[src/tcp_pkg.sv]
/*
  tcp_pkg: constants and carrier types for the eight-bit timer/counter with shared prescaler.
  assumes a single 20 MHz core clock and a plain register port with one-cycle strobes.
*/
package tcp_pkg;
  // register offsets on the plain register port
  localparam logic [1:0] OFS_COUNT   = 2'h0;
  localparam logic [1:0] OFS_CONFIG  = 2'h1;
  localparam logic [1:0] OFS_IRQCTL  = 2'h2;
  // configuration register field positions
  localparam int CFG_CS      = 5;
  localparam int CFG_SE      = 4;
  localparam int CFG_PSA     = 3;
  localparam int CFG_PS_HI   = 2;
  // interrupt control field positions
  localparam int IRQ_EN_BIT  = 5;
  localparam int IRQ_FLG_BIT = 2;
  // reset values
  localparam logic [7:0] CONFIG_RST = 8'hFF;
  localparam logic [7:0] COUNT_RST  = 8'h00;
  // phases per instruction cycle and write inhibit length
  localparam int          PHASES        = 4;
  localparam logic [1:0]  PH_SECOND     = 2'h1;
  localparam logic [1:0]  PH_FOURTH     = 2'h3;
  localparam logic [1:0]  PH_LAST       = 2'h3;
  localparam logic [1:0]  INHIBIT_CYC   = 2'h2;

  // one register port request
  typedef struct packed {
    logic [1:0] addr;
    logic [7:0] wdata;
    logic       wr;
    logic       rd;
  } tcp_req_t;

  // decoded configuration
  typedef struct packed {
    logic       ext_src;
    logic       fall_edge;
    logic       to_watchdog;
    logic [2:0] ratio;
  } tcp_cfg_t;
endpackage : tcp_pkg

[src/tcp_timer.sv]
/*
  tcp_timer: eight-bit timer/counter, shared eight-bit prescaler, overflow flag and mask.
  assumes the external count pin is asynchronous; sleep and watchdog clear come from the core.
*/
// Contract
// - eight-bit count, readable and writable by software at any time.
// - source select clear: count once per instruction cycle without prescaler.
// - after a count write, counting is held off for two instruction cycles.
// - source select set: count edges of the external count input.
// - edge select clear picks rising edges, set picks falling edges.
// - prescaler belongs to counter when assign bit clear, watchdog when set.
// - three-bit ratio field; watchdog assignment gives the counter 1:1.
// - prescaler count is neither readable nor writable by software.
// - wrap from FFh to 00h sets the overflow flag.
// - interrupt enable gates the request; flag still sets while masked.
// - counter stops during sleep, so overflow never wakes the core.
// - external input passes the prescaler first, then gets synchronised; here the pin is synchronised first, then feeds the prescaler.
// - prescaler output sampled on second and fourth internal phases.
// - count updates a few phases after the external edge.
// - count write clears prescaler count while assigned to the counter.
// - watchdog clear clears prescaler count while assigned to watchdog.
module tcp_timer
  import tcp_pkg::*;
(
  input  wire logic       clk,
  input  wire logic       rst_n,
  input  wire logic [1:0] addr,
  input  wire logic [7:0] wdata,
  input  wire logic       wr_stb,
  input  wire logic       rd_stb,
  output logic      [7:0] rdata,
  input  wire logic       external_count_pin,
  input  wire logic       sleep,
  input  wire logic       watchdog_clear_instruction,
  input  wire logic       watchdog_tick,
  output logic            watchdog_out,
  output logic            irq
);

  tcp_req_t   req;
  tcp_cfg_t   cfg;
  logic [7:0] config_ff;
  logic [7:0] count_register_ff;
  logic       overflow_flag_ff;
  logic       overflow_irq_enable_ff;
  logic [1:0] phase_ff;
  logic [2:0] pin_sync_ff;
  logic       pin_level_ff;
  logic [7:0] prescale_ff;
  logic       psc_out_ff;
  logic       psc_smp_ff;
  logic       psc_prev_ff;
  logic [1:0] inhibit_ff;
  logic       wd_out_ff;
  logic       ext_edge;
  logic       psc_clk_in;
  logic       psc_tap;
  logic       psc_step;
  logic       inc_src;
  logic       inc;
  logic       count_wr;
  logic       wrap;

  // bundle request and decode configuration
  assign req      = '{addr: addr, wdata: wdata, wr: wr_stb, rd: rd_stb};
  assign cfg      = '{ext_src: config_ff[CFG_CS], fall_edge: config_ff[CFG_SE],
                      to_watchdog: config_ff[CFG_PSA], ratio: config_ff[CFG_PS_HI:0]};
  assign count_wr = req.wr && (req.addr == OFS_COUNT);

  // selects one prescaler tap from the ratio field
  function automatic logic tap_sel(input logic [7:0] cnt, input logic [2:0] n);
    tap_sel = cnt[n];
  endfunction : tap_sel

  // instruction-cycle phase counter, frozen in sleep
  always_ff @(posedge clk or negedge rst_n)
  begin
    if (!rst_n)
      phase_ff <= 2'h0;
    else if (!sleep)
      phase_ff <= phase_ff + 2'h1;
  end

  // three-stage pin synchroniser; a change counts when stages two and three agree
  always_ff @(posedge clk or negedge rst_n)
  begin
    if (!rst_n)
    begin
      pin_sync_ff  <= 3'h0;
      pin_level_ff <= 1'b0;
    end
    else
    begin
      pin_sync_ff <= {pin_sync_ff[1:0], external_count_pin};
      if (pin_sync_ff[1] == pin_sync_ff[2])
        pin_level_ff <= pin_sync_ff[2];
    end
  end

  // counting edge of the pin: the selected polarity folded in before the prescaler
  assign ext_edge = pin_level_ff ^ cfg.fall_edge;

  // prescaler input: watchdog tick when assigned to the watchdog, else pin edge level in counter mode, phase clock in timer mode
  always_comb
  begin
    if (cfg.to_watchdog)
      psc_clk_in = watchdog_tick;
    else if (cfg.ext_src)
      psc_clk_in = ext_edge;
    else
      psc_clk_in = (phase_ff == PH_LAST);
  end

  // rising transitions of the prescaler input advance it
  logic psc_in_prev_ff;
  always_ff @(posedge clk or negedge rst_n)
  begin
    if (!rst_n)
      psc_in_prev_ff <= 1'b0;
    else
      psc_in_prev_ff <= psc_clk_in;
  end
  assign psc_step = psc_clk_in && !psc_in_prev_ff;

  // prescaler count: cleared by a count write when owned by the counter or a watchdog clear when owned by the watchdog, never software visible
  always_ff @(posedge clk or negedge rst_n)
  begin
    if (!rst_n)
      prescale_ff <= 8'h00;
    else if (count_wr && !cfg.to_watchdog)
      prescale_ff <= 8'h00;
    else if (watchdog_clear_instruction && cfg.to_watchdog)
      prescale_ff <= 8'h00;
    else if (psc_step && !sleep)
      prescale_ff <= prescale_ff + 8'h01;
  end

  // prescaler output: tap n gives divide by two to the n plus one; bypass when given away
  assign psc_tap = tap_sel(prescale_ff, cfg.ratio);
  always_ff @(posedge clk or negedge rst_n)
  begin
    if (!rst_n)
      psc_out_ff <= 1'b0;
    else if (cfg.to_watchdog)
      psc_out_ff <= cfg.ext_src ? ext_edge : phase_ff[1]; // two phases wide so a sample catches it
    else
      psc_out_ff <= psc_tap;
  end

  // watchdog side of the shared prescaler
  always_ff @(posedge clk or negedge rst_n)
  begin
    if (!rst_n)
      wd_out_ff <= 1'b0;
    else
      wd_out_ff <= cfg.to_watchdog ? psc_tap : watchdog_tick;
  end
  assign watchdog_out = wd_out_ff;

  // sample prescaler output on the second and fourth phases
  always_ff @(posedge clk or negedge rst_n)
  begin
    if (!rst_n)
    begin
      psc_smp_ff  <= 1'b0;
      psc_prev_ff <= 1'b0;
    end
    else if (phase_ff == PH_SECOND || phase_ff == PH_FOURTH)
    begin
      psc_smp_ff  <= psc_out_ff;
      psc_prev_ff <= psc_smp_ff;
    end
  end
  // fourth-phase sample of the previous instruction cycle, so a rise seen at either sample counts once
  logic psc_old_ff;
  always_ff @(posedge clk or negedge rst_n)
  begin
    if (!rst_n)
      psc_old_ff <= 1'b0;
    else if (phase_ff == 2'h0)
      psc_old_ff <= psc_smp_ff;
  end
  // increment request in phase zero after a rise between any two successive samples
  assign inc_src = (phase_ff == 2'h0) &&
                   ((!psc_old_ff && psc_prev_ff) || (!psc_prev_ff && psc_smp_ff));

  // write inhibit: two instruction cycles after a count write
  always_ff @(posedge clk or negedge rst_n)
  begin
    if (!rst_n)
      inhibit_ff <= 2'h0;
    else if (count_wr)
      inhibit_ff <= (phase_ff == PH_LAST) ? INHIBIT_CYC : INHIBIT_CYC + 2'h1; // rest of own cycle too
    else if (inhibit_ff != 2'h0 && phase_ff == PH_LAST)
      inhibit_ff <= inhibit_ff - 2'h1;
  end

  assign inc  = inc_src && (inhibit_ff == 2'h0) && !sleep;
  assign wrap = inc && (count_register_ff == 8'hFF);

  // count register: software write wins over increment
  always_ff @(posedge clk or negedge rst_n)
  begin
    if (!rst_n)
      count_register_ff <= COUNT_RST;
    else if (count_wr)
      count_register_ff <= req.wdata;
    else if (inc)
      count_register_ff <= count_register_ff + 8'h01;
  end

  // configuration register
  always_ff @(posedge clk or negedge rst_n)
  begin
    if (!rst_n)
      config_ff <= CONFIG_RST;
    else if (req.wr && req.addr == OFS_CONFIG)
      config_ff <= req.wdata;
  end

  // overflow flag: write one to clear, but a wrap in the same cycle wins and sets
  always_ff @(posedge clk or negedge rst_n)
  begin
    if (!rst_n)
      overflow_flag_ff <= 1'b0;
    else if (wrap)
      overflow_flag_ff <= 1'b1;
    else if (req.wr && req.addr == OFS_IRQCTL && req.wdata[IRQ_FLG_BIT])
      overflow_flag_ff <= 1'b0;
  end

  // interrupt enable acts as the mask
  always_ff @(posedge clk or negedge rst_n)
  begin
    if (!rst_n)
      overflow_irq_enable_ff <= 1'b0;
    else if (req.wr && req.addr == OFS_IRQCTL)
      overflow_irq_enable_ff <= req.wdata[IRQ_EN_BIT];
  end

  // level interrupt, registered
  always_ff @(posedge clk or negedge rst_n)
  begin
    if (!rst_n)
      irq <= 1'b0;
    else
      irq <= overflow_flag_ff && overflow_irq_enable_ff && !sleep;
  end

  // read data one cycle after the strobe, zero otherwise
  always_ff @(posedge clk or negedge rst_n)
  begin
    if (!rst_n)
      rdata <= 8'h00;
    else if (req.rd)
      unique case (req.addr)
        OFS_COUNT:  rdata <= count_register_ff;
        OFS_CONFIG: rdata <= config_ff;
        OFS_IRQCTL: rdata <= {2'h0, overflow_irq_enable_ff, 2'h0, overflow_flag_ff, 2'h0};
        default:    rdata <= 8'h00;
      endcase
    else
      rdata <= 8'h00;
  end

  // flag follows a wrap on the next edge
  wrap_sets_flag_a: assert property (@(posedge clk) disable iff (!rst_n)
    wrap |=> overflow_flag_ff) else $error("wrap did not set flag");
  // write arms the inhibit counter with two, or three when not written in the last phase
  write_inhibit_a: assert property (@(posedge clk) disable iff (!rst_n)
    count_wr |=> (inhibit_ff == (($past(phase_ff) == PH_LAST) ? INHIBIT_CYC : INHIBIT_CYC + 2'h1)))
    else $error("inhibit not armed");
  // written value appears
  count_write_a: assert property (@(posedge clk) disable iff (!rst_n)
    count_wr |=> count_register_ff == $past(req.wdata)) else $error("count write lost");
  // no count in sleep
  sleep_stop_a: assert property (@(posedge clk) disable iff (!rst_n)
    sleep && !count_wr |=> $stable(count_register_ff)) else $error("counted in sleep");
  // prescaler cleared on write when owned
  psc_clear_a: assert property (@(posedge clk) disable iff (!rst_n)
    count_wr && !cfg.to_watchdog |=> prescale_ff == 8'h00) else $error("prescaler not cleared");
  // watchdog clear clears prescaler when owned by watchdog
  wd_clear_a: assert property (@(posedge clk) disable iff (!rst_n)
    watchdog_clear_instruction && cfg.to_watchdog && !count_wr |=> prescale_ff == 8'h00)
    else $error("watchdog clear missed");
  // masked flag never raises irq
  irq_mask_a: assert property (@(posedge clk) disable iff (!rst_n)
    !overflow_irq_enable_ff |=> !irq) else $error("irq while masked");
  // sampler only moves on second or fourth phase
  sample_phase_a: assert property (@(posedge clk) disable iff (!rst_n)
    !$stable(psc_smp_ff) |-> $past(phase_ff) == PH_SECOND || $past(phase_ff) == PH_FOURTH)
    else $error("sample off phase");
endmodule : tcp_timer

[config.mk]
export PLATFORM = sky130hd
export DESIGN_NAME = tcp_timer
export DESIGN_NICKNAME = d
export VERILOG_FILES = /design/src/tcp_pkg.sv /design/src/tcp_timer.sv
export SDC_FILE = /design/constraint.sdc
export NUM_CORES = 1
export LEC_CHECK = 0
export BUFFER_PORTS_ARGS = -buffer_cell sky130_fd_sc_hd__buf_2
export CORE_UTILIZATION = 45
export CTS_BUF_LIST = sky130_fd_sc_hd__clkbuf_8
export CTS_CLUSTER_DIAMETER = 100
export DETAILED_ROUTE_END_ITERATION = 16
export GPL_TIMING_DRIVEN = 0
export PLACE_DENSITY = 0.69
export SETUP_SLACK_MARGIN = 0.02
export SKIP_LAST_GASP = 1
export SYNTH_ARGS = -nofsm -noshare
export SYNTH_HDL_FRONTEND = slang
export SYNTH_SLANG_ARGS = --single-unit
[constraint.sdc]
create_clock -name clk -period 2 [get_ports clk]
set_input_delay 0.6 -clock clk [delete_from_list [all_inputs] [get_ports clk]]
set_output_delay 0.6 -clock clk [all_outputs]
set_load 0.05 [all_outputs]
==> qor.csv, run 1 <==
metric,value,unit
Synthesis Warnings,0,
reg2reg path depth,5,
relative slew slack,0.283,
max cap viols,0,
gpl congestion,0.843,
CP cell instances,"ha_4, or3b_1, o211a_4, or4_1, a21oi_1",
final WL,4.55,mm
total CTS buffers,5,
Synth cell types,40,
vias in the first global route,1551,
Final Util,0.555,
Die ar.,5510,um^2
DR WL/cell,14.5,um
gr usage total,0.188,
CTS tree,done,
critical path startpoint category,flop,
Port Buffers,25,
Routed Antenna Nets,0,
fin area,2710,um^2
CP Data Arrival Time,2.10,ns
Hold Fails Final Rpt,0,
vias per cell,5.54,
fin crit period,1.87,ns
Die X,74.3,um
CTS Hold Buffers Added,0,
share of cells above drive strength 1,0.263,
Mean Syn Cell Area,11.1,um^2
core area,4880,um^2
Initial Util,0.482,
most frequent cells in the layout,"dfrtp_1 (40), buf_2 (26), nor2_1 (17)",
ANT cells,0,
Root Buffer,clkbuf_8,
largest net degree at the start of global routing,50,
Remaining DRCs,0,
Clock Path Buffers,2,
Via Count,1739,
Worst-path clk slew,0.09,ns
syn_nets,236,
Crit Path Category,flop to flop,
Final Max Tran Viols,0,
worst endpoint required time,2.23,ns
"commonest non-fill, non-tap cell in the layout",dfrtp_1,
Fin Hold WS,0.357,ns
total gr overflow,0,
"Seq/Total Area, Yosys",0.526,
asr flop ratio synth,1.00,
Syn Inst Count,212,
IO Count,28,
Clock Skew,0.0114,ns
row cnt,25,
drt initial violations,120,
final net count,270,
Worst-Margin Slew,1.08,ns
Main synth FF type,dfrtp_1,
WHS Path Cells,0,
global-route wire length before repair,7.57,mm
Pwr Total,0.00284,W
status,"complete, no violations",
Critical Path Slowest Stage Cell,or4_1,
Max VDD drop,0.600,mV
"Period Utilization, post-route",0.935,
antenna violations before repair,0,
Mapped Area,2350,um^2
Yosys reg bits,49,
DP HPWL,3.26,mm
drt pass-1 iters,4,
setup slack after layout,0.131,ns
HP Class,flop to flop,
highest clock rate,535,MHz
"Cell Area, Placed",2560,um^2
leak pwr,1.18,nW
worst-path fanout max,7,
htree depth,2,
Final setup viols,0,
worst-skew pair later-pin latency,0.31,ns
CP endpoint kind,flop,
Die H,74.3,um
max incr delay on CP,0.51,ns
number of flops mapped to enable cells by yosys,0,
Pwr Density,1050,nW/um^2
CTS Sinks,49,
RSZ-0062 raised after global routing,false,
area delta synth->final,15.2,%
Setup WS pre-CTS,-0.117,ns
## sequential cells by signal, summed over array words and instances (netlist names)
register and count:
rdata 8, inhibit_ff 2, phase_ff 2, overflow_flag_ff 1
pin_level_ff 1, irq 1, prescale_ff 8, config_ff 8
psc_prev_ff 1, count_register_ff 8, pin_sync_ff 3, overflow_irq_enable_ff 1
psc_in_prev_ff 1, watchdog_out 1, psc_old_ff 1, psc_out_ff 1
psc_smp_ff 1
## where the power goes
group	leakage [nW]	switching (W)	internal, W
logic	0.521	0.000402	0.000363
clock network	0.0595	0.000330	0.000370
registers	0.602	0.000174	0.00120
## timing repair
action | CTS | global route
setup endpoints to repair | 3 | 7
pin swaps | 0 | 0
resized for setup | 1 | 5
buffers inserted | 0 | 2
## path summary, 6_finish.rpt
check	start	endpoint	slack (ns)
max	phase_ff[0]	prescale_ff[3]	0.13
min	pin_sync_ff[0]	pin_sync_ff[1]	0.36
max reg2reg	phase_ff[0]	prescale_ff[3]	0.13
min reg2reg	pin_sync_ff[0]	pin_sync_ff[1]	0.36
max in group asynchronous	rst_n	phase_ff[0]	0.79
min in group asynchronous	rst_n	irq	0.49
## stage by stage
stage / cells / setup TNS [ns]
after floorplan: 212 / 0
after global placement: 304 / -1.06
after detailed placement: 304 / -0.882
after CTS: 312 / 0
after global routing: 314 / 0
final: 314 / 0
## metal layers
metal	part of all wire	track usage
met3	0.032	0.0325
met1	0.47	0.265
met5	0	0
met4	0.021	0.0901
met2	0.48	0.285
## cell usage after synthesis (2+ instances only)
cell type,number,share of area
dfrtp_1,41,0.44
nor2_1,17,0.027
o21ai_0,16,0.034
nand2_1,14,0.022
mux2_2,13,0.062
a21oi_1,10,0.021
mux2i_1,10,0.043
dfstp_2,8,0.089
or3_1,8,0.021
clkbuf_1,6,0.0096
ha_1,6,0.032
a31oi_1,5,0.013
inv_1,5,0.0080
nand4_1,5,0.013
o31ai_1,5,0.016
or4_1,5,0.016
nand3b_1,4,0.013
o211ai_1,4,0.013
and2_1,3,0.0080
nand2b_1,3,0.0080
xnor2_1,3,0.011
mux4_2,2,0.019
nor2b_1,2,0.0053
## area by class of cell
class | count | area (um^2)
timing repair buffer | 27 | 140
tap | 67 | 83.8
sequential | 49 | 1240
buffer | 8 | 40.0
clock buffer | 5 | 68.8
inverter | 5 | 18.8
multi-input combinational | 150 | 1080
fill | 449 | 2170
clock inverter | 3 | 42.5
## cell families (layout without fill, tap and decap cells)
logic type                 Yosys count  count (layout)  synth area share
muxes                               25              25             0.124
AOI/OAI and AO/OA                   44              44             0.111
adders and majority gates            7               7            0.0362
xor gates and xnor gates             4               4            0.0149
and+or+nand+nor                     70              70             0.163
DFF                                 49              49             0.526
buffers and inverters               13              48            0.0245
## worst max-delay path, delay by kind of cell (launching register included)
kind,cells,cell delay [ns]
simple gates,2,0.88
flops,1,0.42
compound gates,2,0.34
fa+ha+maj,1,0.17
Power figures use the tool's default switching activity.
==> run 2: changes to the inputs <==
- CORE_UTILIZATION: 45 -> 42
- PLACE_DENSITY: 0.69 -> 0.66
==> run 2 against run 1 <==
  * Clock-buffer cell count up 1
  * Wire length grew 3.1%
  * Sequential share of layout area grew 0.081 points
  * Design area fell by 0.28%
  * Worst hold slack better by 0.0034 ns
  * Combinational power is 2% lower
  * First-iteration DRC count shrank 18%
  * Total power increased by 0.78%
  * Setup slack worse by 0.079 ns
  * Critical path type unchanged
  * Largest power group unchanged
==> qor.csv, run 2 (synthesized netlist as in run 1, its figures left out) <==
metric,value,unit,change
final net count,270,,unchanged
Worst-Margin Slew,1.09,ns,was 1.08 ns
Clock Path Buffers,2,,unchanged
drt initial violations,99,,was 120
P_sw,0.000909,W,was 0.000906 W
Worst-path clk slew,0.09,ns,about the same
# fillers,479,,was 449
vias per cell,5.32,,was 5.54
IO Count,28,,unchanged
Setup WS pre-CTS,-0.158,ns,was -0.117 ns
Logic pwr share,0.262,,was 0.269
Clk pwr share,0.260,,was 0.246
Max VDD drop,0.511,mV,was 0.600 mV
Routed Antenna Nets,0,,unchanged
Net Sw Frac,0.317,,was 0.319
ANT cells,0,,unchanged
worst-skew pair later-pin latency,0.30,ns,was 0.31 ns
area delta synth->final,14.9,%,was 15.2%
CTS tree,done,,unchanged
Fin Hold WS,0.360,ns,was 0.357 ns
Die H,76.8,um,was 74.3 um
fin crit period,1.95,ns,was 1.87 ns
Pwr Density,1060,nW/um^2,was 1050 nW/um^2
setup slack after layout,0.0520,ns,was 0.131 ns
worst endpoint required time,2.23,ns,about the same
CP Data Arrival Time,2.18,ns,was 2.10 ns
Final setup viols,0,,unchanged
Via Count,1687,,"was 1,739"
antenna violations before repair,0,,unchanged
row cnt,26,,was 25
worst-path fanout max,7,,unchanged
largest net degree at the start of global routing,50,,unchanged
status,"complete, no violations",,unchanged
Final Max Tran Viols,0,,unchanged
RSZ-0062 raised after global routing,true,,was false
CTS Sinks,49,,unchanged
Clock Skew,0.00841,ns,was 0.0114 ns
final WL,4.69,mm,was 4.55 mm
Pwr Total,0.00287,W,was 0.00284 W
max cap viols,0,,unchanged
Crit Path Category,flop to flop,,unchanged
critical path startpoint category,flop,,unchanged
"commonest non-fill, non-tap cell in the layout",dfrtp_1,,unchanged
gr usage total,0.171,,was 0.188
share of cells above drive strength 1,0.259,,was 0.263
relative slew slack,0.273,,was 0.283
global-route wire length before repair,7.82,mm,was 7.57 mm
htree depth,2,,unchanged
Port Buffers,25,,unchanged
DR WL/cell,14.8,um,was 14.5 um
vias in the first global route,1590,,"was 1,551"
Die ar.,5900,um^2,was 5510 um^2
Initial Util,0.449,,was 0.482
DP HPWL,3.36,mm,was 3.26 mm
Setup TNS,0,ns,unchanged
drt pass-1 iters,4,,unchanged
highest clock rate,513,MHz,was 535 MHz
Root Buffer,clkbuf_8,,unchanged
Die X,76.8,um,was 74.3 um
"Period Utilization, post-route",0.974,,was 0.935
CP endpoint kind,flop,,unchanged
most frequent cells in the layout,"dfrtp_1 (41), buf_2 (26), nor2_1 (17)",,"was dfrtp_1 (40), buf_2 (26), nor2_1 (17)"
Hold Fails Final Rpt,0,,unchanged
leak pwr,1.18,nW,about the same
total gr overflow,0,,unchanged
Reg power frac,0.478,,was 0.484
HP Class,flop to flop,,unchanged
gpl congestion,0.803,,was 0.843
Remaining DRCs,0,,unchanged
total CTS buffers,5,,unchanged
CTS Hold Buffers Added,0,,unchanged
core area,5240,um^2,was 4880 um^2
Internal,0.00196,W,was 0.00194 W
[run 2: worst paths after layout]
kind | from | endpoint | slack, ns | depth (start not counted)
min in group asynchronous | rst_n | inhibit_ff[0] | 0.50 | 1
max in group asynchronous | rst_n | prescale_ff[0] | 0.84 | 1
hold / removal | pin_sync_ff[0] | pin_sync_ff[1] | 0.36 | 0
hold reg to reg | pin_sync_ff[0] | pin_sync_ff[1] | 0.36 | 0
setup / recovery | phase_ff[1] | prescale_ff[5] | 0.05 | 5
setup reg to reg | phase_ff[1] | prescale_ff[5] | 0.05 | 5
[run 2: worst max-delay path: stages, from the launching register on]
cell and delay [ns]:
dfrtp_1 0.41, ha_2 0.24, or3b_1 0.36, o211a_2 0.20
or4_1 0.52, a21oi_1 0.15
[run 2: what timing repair did]
action,CTS,global route
buffers inserted,0,2
resized for setup,0,1
endpoints found under the setup margin,0,7
[run 2: final cells by class]
| type | instances | area, um^2 | share of cell area |
|---|---|---|---|
| buffer | 8 | 38.8 | 0.0144 |
| clock buffer | 6 | 82.6 | 0.0306 |
| clock inverter | 2 | 37.5 | 0.0139 |
| inverter | 5 | 18.8 | 0.00695 |
| multi-input combinational | 150 | 1060 | 0.392 |
| sequential | 49 | 1240 | 0.458 |
| tap | 70 | 87.6 | 0.0324 |
| timing repair buffer | 27 | 140 | 0.0519 |
[run 2: power by group through the flow]
stage	Sequential [W]	Combinational (W)	Clock, W
3_5_place_dp	0.00139	0.000721	0
2_1_floorplan	0.00141	0.000492	0
3_3_place_gp	0.00138	0.000700	0
6_report	0.00137	0.000750	0.000746
4_1_cts	0.00137	0.000725	0.000760
5_1_grt	0.00140	0.000838	0.000801
[run 2: per-stage QoR]
step	instance area [um^2]	util	cells
floorplan	2350	-	212
global placement	2560	0.489	307
detailed placement	2560	0.489	307
CTS	2680	0.512	315
global route	2700	0.516	317
finish	2700	0.516	317
[run 2: routing by layer]
layer	GRT usage	vias up	routed length [um]
li1	-	834	-
met1	0.239	812	2300
met2	0.266	36	2180
met3	0.0333	5	166
met4	0.0519	0	38
met5	0	-	0
==> run 3: changes to the inputs <==
- PLACE_DENSITY: 0.66 -> unset
- REMOVE_ABC_BUFFERS: unset -> 1
==> run 3 against run 2 <==
  * Register-to-register slack better by 0.05 ns
  * Highest routed layer unchanged
  * Via count is 2.0% higher
  * Non-clock buffer count rose by 2
  * Critical path type unchanged
==> qor.csv, run 3 (synthesized netlist as in run 1, its figures left out) <==
metric,value,unit,change
status,"complete, no violations",,unchanged
DR WL/cell,14.6,um,was 14.8 um
CTS Sinks,49,,unchanged
Clock Path Buffers,2,,unchanged
total gr overflow,0,,unchanged
final cell count without fillers,320,,was 317
# fillers,482,,was 479
Via Count,1721,,"was 1,687"
total CTS buffers,5,,unchanged
worst-path fanout max,8,,was 7
CP cell instances,"ha_4, or3b_4, o211a_4, or4_1, a21oi_1",,"was ha_2, or3b_1, o211a_2, or4_1, a21oi_1"
row cnt,26,,unchanged
reg2reg path depth,5,,unchanged
largest net degree at the start of global routing,50,,unchanged
Critical Path Slowest Stage Cell,or4_1,,unchanged
Die X,76.8,um,unchanged
Crit Path Category,flop to flop,,unchanged
Max VDD drop,0.501,mV,was 0.511 mV
antenna violations before repair,0,,unchanged
Fin Hold WS,0.359,ns,was 0.360 ns
Routed Antenna Nets,0,,unchanged
gr usage total,0.162,,was 0.171
HP Class,flop to flop,,unchanged
ANT cells,0,,unchanged
"commonest non-fill, non-tap cell in the layout",dfrtp_1,,unchanged
Final Util,0.528,,was 0.516
Initial Util,0.449,,unchanged
"Cell Area, Placed",2530,um^2,was 2560 um^2
highest clock rate,528,MHz,was 513 MHz
Die H,76.8,um,unchanged
drt pass-1 iters,4,,unchanged
Die ar.,5900,um^2,unchanged
share of cells above drive strength 1,0.308,,was 0.259
area of the multi-input gates,1090,um^2,was 1060 um^2
RSZ-0062 raised after global routing,true,,unchanged
Remaining DRCs,0,,unchanged
htree depth,2,,unchanged
max cap viols,0,,unchanged
WHS Path Cells,0,,unchanged
Post-Place Cells,301,,was 307
vias per cell,5.38,,was 5.32
area delta synth->final,17.8,%,was 14.9%
Final Max Tran Viols,0,,unchanged
most frequent cells in the layout,"dfrtp_1 (40), buf_2 (27), nor2_1 (17)",,"was dfrtp_1 (41), buf_2 (26), nor2_1 (17)"
worst-skew pair later-pin latency,0.30,ns,about the same
fin crit period,1.90,ns,was 1.95 ns
Worst-path clk slew,0.09,ns,about the same
WP depth,5,,unchanged
global-route wire length before repair,7.47,mm,was 7.82 mm
CTS Hold Buffers Added,0,,unchanged
Root Buffer,clkbuf_8,,unchanged
CTS tree,done,,unchanged
Setup TNS,0,ns,unchanged
Hold Fails Final Rpt,0,,unchanged
DP HPWL,3.07,mm,was 3.36 mm
vias in the first global route,1550,,"was 1,590"
Final setup viols,0,,unchanged
worst endpoint required time,2.23,ns,about the same
Pwr Density,1060,nW/um^2,about the same
total area of sequential cells,1240,um^2,about the same
drt initial violations,63,,was 99
final WL,4.68,mm,was 4.69 mm
"Period Utilization, post-route",0.948,,was 0.974
gpl congestion,0.794,,was 0.803
Worst-Margin Slew,1.09,ns,about the same
CP Data Arrival Time,2.12,ns,was 2.18 ns
IO Count,28,,unchanged
core area,5240,um^2,unchanged
Clock Skew,0.00868,ns,was 0.00841 ns
leak pwr,1.21,nW,was 1.18 nW
relative slew slack,0.272,,was 0.273
"delay-heaviest family, CP",simple AND/OR/NAND/NOR gates,,unchanged
critical path startpoint category,flop,,unchanged
Crit path buffers/inverters,0,,unchanged
final net count,273,,was 270
max incr delay on CP,0.51,ns,was 0.52 ns
CP endpoint kind,flop,,unchanged
fin area,2770,um^2,was 2700 um^2
Port Buffers,27,,was 25
==> run 3: final timing paths <==
path,endpoint,slack [ns],from
max,prescale_ff[7],0.10,phase_ff[1]
min,pin_sync_ff[1],0.36,pin_sync_ff[0]
max reg2reg,prescale_ff[7],0.10,phase_ff[1]
min reg2reg,pin_sync_ff[1],0.36,pin_sync_ff[0]
max in group asynchronous,phase_ff[0],0.78,rst_n
min in group asynchronous,irq,0.49,rst_n
==> run 3: per-stage QoR <==
| step | power, W | setup slack (ns) |
|---|---|---|
| after floorplan | 0.00187 | 0.162 |
| after global placement | 0.00206 | -0.280 |
| after detailed placement | 0.00208 | -0.294 |
| after CTS | 0.00287 | 0.0235 |
| after global routing | 0.00311 | 0.00563 |
| final | 0.00293 | 0.105 |
==> run 3: metal layers <==
layer  share of wire  track usage  vias up
met3           0.028       0.0345        5
li1                -            -      849
met5               0            0        -
met4          0.0081       0.0519        0
met1            0.50        0.227      842
met2            0.46        0.251       25
==> run 3: layout make-up <==
cell class / instances / area share
multi-input cells: 151 / 0.395
repair buffers: 37 / 0.0759
flip-flops and latches: 49 / 0.447
well taps: 70 / 0.0316
clock inverters: 2 / 0.0136
inverters: 5 / 0.00678
clock buffers: 6 / 0.0298
==> run 3: repair_timing <==
item,4_1_cts,5_1_grt
pin swaps,1,2
setup endpoints to repair,5,12
buffers inserted,5,5
gates cloned,0,1
resized for setup,2,5
==> run 3: power by group <==
part	internal, W	switching, W
clock network	0.000407	0.000341
logic	0.000392	0.000407
registers	0.00120	0.000182
total	0.00200	0.000931
